### config.mk
export PLATFORM = sky130hd
export DESIGN_NAME = cst_top
export DESIGN_NICKNAME = d
export VERILOG_FILES = /design/src/cst_pkg.sv /design/src/cst_rate_sat.sv /design/src/cst_top.sv
export SDC_FILE = /design/constraint.sdc
export NUM_CORES = 2
export LEC_CHECK = 0
export BUFFER_PORTS_ARGS = -buffer_cell sky130_fd_sc_hd__buf_2
export CAP_MARGIN = 20
export CELL_PAD_IN_SITES_DETAIL_PLACEMENT = 1
export CELL_PAD_IN_SITES_GLOBAL_PLACEMENT = 2
export CORE_MARGIN = 8
export CORE_UTILIZATION = 40
export CTS_CLUSTER_SIZE = 16
export DETAILED_ROUTE_END_ITERATION = 8
export GPL_TIMING_DRIVEN = 0
export PLACE_DENSITY_LB_ADDON = 0.05
export SYNTH_ARGS = -nofsm -noshare
export SYNTH_HDL_FRONTEND = slang
export SYNTH_SLANG_ARGS = --single-unit
### constraint.sdc
create_clock -name clk_sys -period 81.9 [get_ports clk_sys]
set_input_delay 8.19 -clock clk_sys [delete_from_list [all_inputs] [get_ports clk_sys]]
set_output_delay 8.19 -clock clk_sys [all_outputs]
set_load 0.01 [all_outputs]
### src/cst_pkg.sv
// Shared constants and types for the consist and speed-trim command block.
package cst_pkg;

  ////////////////////////////////////////////////////////////////////////////
  // Configuration locations, as seen by programming commands.
  localparam int CST_CV_AW = 10;
  localparam logic [9:0] CST_CV_BASE_ACCEL = 10'h003;
  localparam logic [9:0] CST_CV_BASE_BRAKE = 10'h004;
  localparam logic [9:0] CST_CV_CONSIST_ADDR = 10'h013;
  localparam logic [9:0] CST_CV_GATE_LOW = 10'h015;
  localparam logic [9:0] CST_CV_GATE_HIGH = 10'h016;
  localparam logic [9:0] CST_CV_ACCEL_OFFSET = 10'h017;
  localparam logic [9:0] CST_CV_BRAKE_OFFSET = 10'h018;
  localparam logic [9:0] CST_CV_TABLE_SELECT = 10'h019;
  localparam logic [9:0] CST_CV_CONFIG = 10'h01d;
  localparam logic [9:0] CST_CV_FWD_TRIM = 10'h042;
  localparam logic [9:0] CST_CV_TABLE_FIRST = 10'h043;
  localparam logic [9:0] CST_CV_TABLE_LAST = 10'h05e;
  localparam logic [9:0] CST_CV_REV_TRIM = 10'h05f;

  ////////////////////////////////////////////////////////////////////////////
  // Field positions and encodings.
  localparam int CST_TAB_POINTS = 28;
  localparam int CST_CFG_TABLE_EN_BIT = 4;
  localparam int CST_REV_FACING_BIT = 7;
  localparam int CST_SIGN_BIT = 7;
  localparam int CST_GHI_LIGHT_FWD = 0;
  localparam int CST_GHI_LIGHT_REV = 1;
  localparam logic [7:0] CST_TAB_SEL_USER = 8'h10;
  localparam logic [7:0] CST_RATE_MAX = 8'hff;
  localparam int CST_TRIM_SHIFT = 7;
  localparam int CST_SPAN_NUM = 27;
  localparam int CST_SPAN_DEN = 125;
  localparam logic [6:0] CST_STEP_MAX_28 = 7'h1c;

  ////////////////////////////////////////////////////////////////////////////
  // Reset values.
  localparam logic [7:0] CST_TRIM_RESET = 8'h80;
  localparam logic [7:0] CST_ZERO_RESET = 8'h00;

  typedef enum logic [1:0] {
    CST_PKT_IDLE,
    CST_PKT_SPEED,
    CST_PKT_FUNC,
    CST_PKT_PROG
  } cst_kind_t;

endpackage

### src/cst_rate_sat.sv
// Consist rate adjustment: baseline plus sign-magnitude offset, saturated.
`timescale 1ns/10ps
module cst_rate_sat (
  input wire logic clk_sys,
  input wire logic rst_n,
  input wire logic consist_on,
  input wire logic [7:0] base,
  input wire logic [7:0] offset,
  output logic [7:0] rate_reg
);
  import cst_pkg::*;

  logic [6:0] mag;
  logic neg;
  logic [8:0] sum_up;
  logic [7:0] sum_clip;
  logic [7:0] rate_next;

  // A magnitude of zero with the sign set is plain zero, so no special case.
  assign mag = offset[6:0];
  assign neg = offset[CST_SIGN_BIT];
  assign sum_up = {1'b0, base} + {2'b00, mag};
  // Positive offset lengthens the rate (slower), negative shortens it.
  assign sum_clip = neg ? ((base < {1'b0, mag}) ? 8'h00 : base - {1'b0, mag})
                        : (sum_up[8] ? CST_RATE_MAX : sum_up[7:0]);
  assign rate_next = consist_on ? sum_clip : base;

  always_ff @(posedge clk_sys) begin
    if (!rst_n) begin
      rate_reg <= 8'h00;
    end else begin
      rate_reg <= rate_next;
    end
  end

endmodule // cst_rate_sat

### src/cst_top.sv
// Consist recognition, function gating, rate offsets and trimmed speed table.
`timescale 1ns/10ps

// Functional notes
// Low seven bits consist address; bit seven reverses
// Zero consist address disables all consist behaviour
// Primary address speed ignored while consist active
// Programming on consist address is ignored
// Low gate bits enable F1 to F8
// High gate bit zero enables forward light key
// High gate: weight 2 reverse light, 16 F11
// Gates only affect consist address commands
// Consist rate equals baseline plus signed offset
// Summed rate saturates between 0 and 255
// Offsets are sign-magnitude; 128 means zero
// Positive offset slows, negative quickens response
// Without consist, baseline rates pass unchanged
// Table point scaled by trim over 128
// Forward trim forward, reverse trim reverse
// Trim bypassed when speed table disabled
// Select 16 picks user table when enabled
// User table: 28 locations, step one first
// Point 0 to 255 maps motor voltage linearly
// 128-step mode interpolates between table points
// Trimmed value clamps at maximum, never wraps
// Reverse facing only flips consist direction
module cst_top (
  input wire logic clk_sys,
  input wire logic rst_n,
  input wire logic pkt_valid,
  input wire cst_pkg::cst_kind_t pkt_kind,
  input wire logic pkt_is_primary,
  input wire logic [6:0] pkt_addr,
  input wire logic pkt_dir,
  input wire logic [6:0] pkt_speed,
  input wire logic pkt_mode28,
  input wire logic [12:0] pkt_fn_mask,
  input wire logic [12:0] pkt_fn_value,
  input wire logic [cst_pkg::CST_CV_AW-1:0] pkt_cv_index,
  input wire logic [7:0] pkt_cv_data,
  input wire logic [cst_pkg::CST_CV_AW-1:0] cfg_rd_addr,
  output logic [7:0] cfg_rd_data_reg,
  output logic consist_active,
  output logic dir_reg,
  output logic [6:0] step_reg,
  output logic light_key_forward,
  output logic light_key_reverse,
  output logic [11:0] fn_state,
  output logic [7:0] accel_rate_reg,
  output logic [7:0] brake_rate_reg,
  output logic [7:0] motor_level_reg
);
  import cst_pkg::*;

  ////////////////////////////////////////////////////////////////////////////
  // Configuration storage.
  logic [7:0] base_accel_reg;
  logic [7:0] base_brake_reg;
  logic [7:0] consist_address_reg;
  logic [7:0] consist_function_gate_low_reg;
  logic [7:0] consist_function_gate_high_reg;
  logic [7:0] consist_accel_offset_reg;
  logic [7:0] consist_brake_offset_reg;
  logic [7:0] speed_table_select_reg;
  logic [7:0] config_reg;
  logic [7:0] forward_speed_trim_reg;
  logic [7:0] reverse_speed_trim_reg;
  logic [7:0] table_reg [0:CST_TAB_POINTS-1];
  logic mode28_reg;
  logic [13:0] key_reg;

  ////////////////////////////////////////////////////////////////////////////
  // Packet decode.
  wire on_primary = pkt_valid && pkt_is_primary;
  wire on_consist = pkt_valid && !pkt_is_primary && consist_active &&
                    (pkt_addr == consist_address_reg[6:0]);
  wire prog_take = on_primary && (pkt_kind == CST_PKT_PROG);
  wire speed_take = (pkt_kind == CST_PKT_SPEED) &&
                    (on_consist || (on_primary && !consist_active));
  wire fn_take = pkt_kind == CST_PKT_FUNC;
  wire dir_in = on_consist ? (pkt_dir ^ consist_address_reg[CST_REV_FACING_BIT]) : pkt_dir;
  wire [5:0] gate_hi = consist_function_gate_high_reg[5:0];
  wire [13:0] key_gate = {gate_hi[5:2], consist_function_gate_low_reg,
                          gate_hi[CST_GHI_LIGHT_REV], gate_hi[CST_GHI_LIGHT_FWD]};
  wire [13:0] key_allow = on_primary ? 14'h3fff : (on_consist ? key_gate : 14'h0000);
  wire [13:0] cmd_mask = {pkt_fn_mask[12:1], pkt_fn_mask[0], pkt_fn_mask[0]};
  wire [13:0] cmd_value = {pkt_fn_value[12:1], pkt_fn_value[0], pkt_fn_value[0]};
  wire in_table = (pkt_cv_index >= CST_CV_TABLE_FIRST) && (pkt_cv_index <= CST_CV_TABLE_LAST);
  wire [9:0] tab_wr_idx = pkt_cv_index - CST_CV_TABLE_FIRST;
  wire rd_in_table = (cfg_rd_addr >= CST_CV_TABLE_FIRST) && (cfg_rd_addr <= CST_CV_TABLE_LAST);
  wire [9:0] tab_rd_idx = cfg_rd_addr - CST_CV_TABLE_FIRST;

  assign consist_active = consist_address_reg[6:0] != 7'h00;
  assign light_key_forward = key_reg[0];
  assign light_key_reverse = key_reg[1];
  assign fn_state = key_reg[13:2];

  ////////////////////////////////////////////////////////////////////////////
  // Programming writes.
  always_ff @(posedge clk_sys) begin
    if (!rst_n) begin
      base_accel_reg <= CST_ZERO_RESET;
      base_brake_reg <= CST_ZERO_RESET;
      consist_address_reg <= CST_ZERO_RESET;
      consist_function_gate_low_reg <= CST_ZERO_RESET;
      consist_function_gate_high_reg <= CST_ZERO_RESET;
      consist_accel_offset_reg <= CST_ZERO_RESET;
      consist_brake_offset_reg <= CST_ZERO_RESET;
      speed_table_select_reg <= CST_ZERO_RESET;
      config_reg <= CST_ZERO_RESET;
      forward_speed_trim_reg <= CST_TRIM_RESET;
      reverse_speed_trim_reg <= CST_TRIM_RESET;
    end else if (prog_take) begin
      case (pkt_cv_index)
        CST_CV_BASE_ACCEL: base_accel_reg <= pkt_cv_data;
        CST_CV_BASE_BRAKE: base_brake_reg <= pkt_cv_data;
        CST_CV_CONSIST_ADDR: consist_address_reg <= pkt_cv_data;
        CST_CV_GATE_LOW: consist_function_gate_low_reg <= pkt_cv_data;
        CST_CV_GATE_HIGH: consist_function_gate_high_reg <= pkt_cv_data;
        CST_CV_ACCEL_OFFSET: consist_accel_offset_reg <= pkt_cv_data;
        CST_CV_BRAKE_OFFSET: consist_brake_offset_reg <= pkt_cv_data;
        CST_CV_TABLE_SELECT: speed_table_select_reg <= pkt_cv_data;
        CST_CV_CONFIG: config_reg <= pkt_cv_data;
        CST_CV_FWD_TRIM: forward_speed_trim_reg <= pkt_cv_data;
        CST_CV_REV_TRIM: reverse_speed_trim_reg <= pkt_cv_data;
        default: ;
      endcase
    end
  end

  // One location per speed step, step one at the lowest location.
  genvar gi;
  generate
    for (gi = 0; gi < CST_TAB_POINTS; gi++) begin : g_tab
      always_ff @(posedge clk_sys) begin
        if (!rst_n) begin
          table_reg[gi] <= CST_ZERO_RESET;
        end else if (prog_take && in_table && (tab_wr_idx == 10'(gi))) begin
          table_reg[gi] <= pkt_cv_data;
        end
      end
    end
    // Key states: bit 0 forward light, bit 1 reverse light, bits 13:2 F1 to F12.
    for (gi = 0; gi < 14; gi++) begin : g_key
      always_ff @(posedge clk_sys) begin
        if (!rst_n) begin
          key_reg[gi] <= 1'b0;
        end else if (fn_take && cmd_mask[gi] && key_allow[gi]) begin
          key_reg[gi] <= cmd_value[gi];
        end
      end
    end
  endgenerate

  ////////////////////////////////////////////////////////////////////////////
  // Register read port, one cycle latency; unmapped locations read zero.
  logic [7:0] rd_next;
  always_comb begin
    rd_next = 8'h00;
    if (rd_in_table) begin
      rd_next = table_reg[tab_rd_idx[4:0]];
    end else begin
      case (cfg_rd_addr)
        CST_CV_BASE_ACCEL: rd_next = base_accel_reg;
        CST_CV_BASE_BRAKE: rd_next = base_brake_reg;
        CST_CV_CONSIST_ADDR: rd_next = consist_address_reg;
        CST_CV_GATE_LOW: rd_next = consist_function_gate_low_reg;
        CST_CV_GATE_HIGH: rd_next = consist_function_gate_high_reg;
        CST_CV_ACCEL_OFFSET: rd_next = consist_accel_offset_reg;
        CST_CV_BRAKE_OFFSET: rd_next = consist_brake_offset_reg;
        CST_CV_TABLE_SELECT: rd_next = speed_table_select_reg;
        CST_CV_CONFIG: rd_next = config_reg;
        CST_CV_FWD_TRIM: rd_next = forward_speed_trim_reg;
        CST_CV_REV_TRIM: rd_next = reverse_speed_trim_reg;
        default: rd_next = 8'h00;
      endcase
    end
  end

  ////////////////////////////////////////////////////////////////////////////
  // Speed and direction.
  always_ff @(posedge clk_sys) begin
    if (!rst_n) begin
      cfg_rd_data_reg <= 8'h00;
      dir_reg <= 1'b1;
      step_reg <= 7'h00;
      mode28_reg <= 1'b0;
    end else begin
      cfg_rd_data_reg <= rd_next;
      if (speed_take) begin
        dir_reg <= dir_in;
        step_reg <= pkt_speed;
        mode28_reg <= pkt_mode28;
      end
    end
  end

  ////////////////////////////////////////////////////////////////////////////
  // Rate offsets, one instance per direction of travel effort.
  cst_rate_sat u_accel (
    .clk_sys(clk_sys),
    .rst_n(rst_n),
    .consist_on(consist_active),
    .base(base_accel_reg),
    .offset(consist_accel_offset_reg),
    .rate_reg(accel_rate_reg)
  );

  cst_rate_sat u_brake (
    .clk_sys(clk_sys),
    .rst_n(rst_n),
    .consist_on(consist_active),
    .base(base_brake_reg),
    .offset(consist_brake_offset_reg),
    .rate_reg(brake_rate_reg)
  );

  ////////////////////////////////////////////////////////////////////////////
  // Speed curve. Preset curves other than the user table are not held here,
  // so any other selection falls back to the straight line.
  function automatic logic [7:0] line_pt(input logic [4:0] q);
    logic [12:0] t;
    t = (13'(q) + 13'd1) * 13'(CST_RATE_MAX);
    return 8'(t / 13'(CST_TAB_POINTS));
  endfunction

  wire table_en = config_reg[CST_CFG_TABLE_EN_BIT];
  wire use_user = table_en && (speed_table_select_reg == CST_TAB_SEL_USER);
  wire [6:0] step_m1 = step_reg - 7'd1;
  wire [6:0] step28 = (step_reg > CST_STEP_MAX_28) ? (CST_STEP_MAX_28 - 7'd1) : step_m1;
  wire [11:0] span_t = 12'(step_m1) * 12'(CST_SPAN_NUM);
  // Each point covers about four and a half 128-mode steps.
  wire [4:0] q128 = 5'(span_t / 12'(CST_SPAN_DEN));
  wire [6:0] r128 = 7'(span_t % 12'(CST_SPAN_DEN));
  wire [4:0] pt_q = mode28_reg ? step28[4:0] : q128;
  wire [6:0] pt_r = mode28_reg ? 7'h00 : r128;
  wire [4:0] pt_q1 = (pt_q == 5'(CST_TAB_POINTS - 1)) ? pt_q : pt_q + 5'd1;
  wire [7:0] pt_lo = use_user ? table_reg[pt_q] : line_pt(pt_q);
  wire [7:0] pt_hi = use_user ? table_reg[pt_q1] : line_pt(pt_q1);
  wire signed [9:0] pt_diff = $signed({2'b00, pt_hi}) - $signed({2'b00, pt_lo});
  // Both factors are widened first so the product cannot wrap inside a narrower self-sized multiply.
  wire signed [17:0] pt_prod = 18'(pt_diff) * 18'($signed({1'b0, pt_r}));
  wire signed [17:0] pt_step = pt_prod / 18'sd125;
  wire [9:0] v_interp = 10'({2'b00, pt_lo}) + pt_step[9:0];
  wire [7:0] v_untrim = v_interp[7:0];
  wire [7:0] trim_sel = dir_reg ? forward_speed_trim_reg : reverse_speed_trim_reg;
  wire [15:0] v_prod = 16'(v_untrim) * 16'(trim_sel);
  wire [8:0] v_scaled = v_prod[CST_TRIM_SHIFT +: 9];
  wire [7:0] v_trim = v_scaled[8] ? CST_RATE_MAX : v_scaled[7:0];
  wire [7:0] motor_next = (step_reg == 7'h00) ? 8'h00 : (table_en ? v_trim : v_untrim);

  always_ff @(posedge clk_sys) begin
    if (!rst_n) begin
      motor_level_reg <= 8'h00;
    end else begin
      motor_level_reg <= motor_next;
    end
  end

  wire [8:0] brk_sum = {1'b0, base_brake_reg} + {2'b00, consist_brake_offset_reg[6:0]};
endmodule // cst_top

==> flow_summary.json <==
{
  "status": "finished clean",
  "cp.required_ns": 82.35,
  "fmax_mhz": 20.2,
  "gp_congestion": 0.971,
  "startpoint": "step_reg[0]",
  "synth_top_area_cell": "edfxtp_1",
  "rsz0062_at_grt": "false",
  "area_growth_pct": 10.8,
  "yosysWarnings": 0,
  "h-tree-depth": 2,
  "synth_edf_count": 224,
  "grt_max_degree": 14,
  "clock_path_buffers": 3,
  "worst_slew_pin_slew_ns": 1.17,
  "grt_pass1_wl_mm": 209,
  "dp_hpwl_mm": 111,
  "synth.distinct_cells": 132,
  "vias": 32200,
  "via_per_inst": 5.94,
  "drt_iter0_drc": 2772,
  "synth_fp_nets": 4404,
  "synth_area_leaders": "edfxtp_1, mux4_2, dfxtp_1, fa_1, ha_1",
  "die_area_um2": 99900,
  "rows": 110,
  "synth_cells": 4006,
  "ys.flop_type": "edfxtp_1",
  "slew_headroom": 0.223,
  "die_x_um": 316,
  "reg2reg_from": "step_reg[0]",
  "routedWlPerCell_um": 25.7,
  "final.setup.tns_ns": 0,
  "synthArstFlopShare": 0,
  "drt-pass1-iter-count": 5,
  "cp.arrival_ns": 49.93,
  "start_util": 0.402,
  "seq_area_frac_synth": 0.266,
  "slowest_delay_ns": 0.85,
  "cp_max_fo": 13,
  "clk_pin_slew_ns": 0.08,
  "cts_tree": "built",
  "slew_viol_final": 0,
  "fin_util": 0.445,
  "port_buffers": 117,
  "hold_class": "reg -> reg",
  "drive_above_1_share": 0.117,
  "cp-start-kind": "flip-flop",
  "clock-sinks": 367,
  "yosys.cell_count.top_type": "nand2_1",
  "fin_crit_ns": 49.47,
  "rrSetupSlack_ns": 32.43,
  "finalNetCount": 4608,
  "setup_violations": 0,
  "totalWireLength_mm": 139,
  "drc": 0,
  "grtUsageTotal": 0.273,
  "crit_type": "reg -> reg",
  "slowest_stage": "clkbuf_1",
  "avgSynthCellArea_um2": 8.99,
  "synth_commonest_cells": "nand2_1, nor2_1, inv_1, and2_1, edfxtp_1",
  "hold_buffers": 0,
  "netlist.area_leader.share": 0.187,
  "numCtsBuffers": 45,
  "syn_area_um2": 36000,
  "antenna_found_initial": 11,
  "synth-seq-cells": 367,
  "end_kind": "flip-flop",
  "hold_viol": 0,
  "post-route-period-util": 0.604,
  "core_um2": 89600,
  "post_cts_buffers": 0,
  "min_from": "light_key_reverse",
  "clock_latency_ns": 0.61,
  "io_pins": 131,
  "clockRootBuffer": "clkbuf_16",
  "drv_cap": 0,
  "grt_overflow_total": 0,
  "largest_register_ffs": 224,
  "clock-skew-final_ns": 0.0433,
  "drtAntennaViolNets": 0,
  "die_h_um": 316,
  "grt_pass1_vias": 33000,
  "cp_common_cell": "a21oi_1",
  "cts_resized": 0
}
[through the flow]
step	std cells	area, µm²	setup slack [ns]	hold slack, ns
after floorplan	4006	36000	41.92	0.459
after global placement	5299	38100	32.45	0.469
after detailed placement	5322	38300	32.29	0.479
after CTS	5403	39800	32.12	0.488
after global routing	5420	39900	28.47	0.520
final	5423	39900	32.43	0.482
[cell usage in the layout, fill, tap and decap left out, types with 143 or more instances in the layout]
cell type  instances
nor2_1           390
clkbuf_1         173
and2_1           251
mux2i_1          151
edfxtp_1         224
ha_1             197
inv_1            291
nand2_1          438
dfxtp_1          143
a21oi_1          166
[kinds of logic (layout without fill, tap and decap cells)]
| kind of cell | count (synthesis) | in the layout | synth area share |
|---|---|---|---|
| AND/OR/NAND/NOR | 1519 | 1519 | 0.205 |
| XOR/XNOR | 184 | 184 | 0.0452 |
| flip-flops | 367 | 367 | 0.266 |
| buffers and inverters | 501 | 739 | 0.0554 |
| multiplexers | 304 | 304 | 0.131 |
| other | 0 | 3 | 0 |
| AO/OA/AOI/OAI | 799 | 799 | 0.157 |
| adder cells (fa/ha/maj) | 332 | 332 | 0.141 |
[routing by layer]
| layer | GRT usage | up-vias | share of wire |
|---|---|---|---|
| met5 | 0 | - | 0.00047 |
| met4 | 0.0814 | 10 | 0.033 |
| met3 | 0.0573 | 245 | 0.076 |
| met2 | 0.449 | 1080 | 0.46 |
| met1 | 0.362 | 16100 | 0.43 |
| li1 | - | 14800 | - |
[final timing paths]
kind	cells after the start	endpoint
min	2	light_key_reverse
max	170	motor_level_reg[7]
max reg2reg	170	motor_level_reg[7]
min reg2reg	2	light_key_reverse
[cell type report]
cell class	instances	area [µm²]
sequential	367	9590
clock buffer	60	1260
inverter	294	1100
clock inverter	21	221
multi-input combinational	3138	24400
fill	10500	49700
tap	1176	1470
buffer	207	895
timing repair buffer	157	915
antenna	3	7.51
[critical path, delay by kind of cell (launching register included)]
family          cells  cell delay [ns]
compound gates     76            18.35
simple gates       32             7.89
buf+inv            22             7.10
xor+xnor           10             3.43
flops               1             0.36
mux                 3             1.09
fa+ha+maj          27            11.04
Power is not shown: default switching activity piles up to over one toggle a cycle in this logic, so the estimate is an artifact.
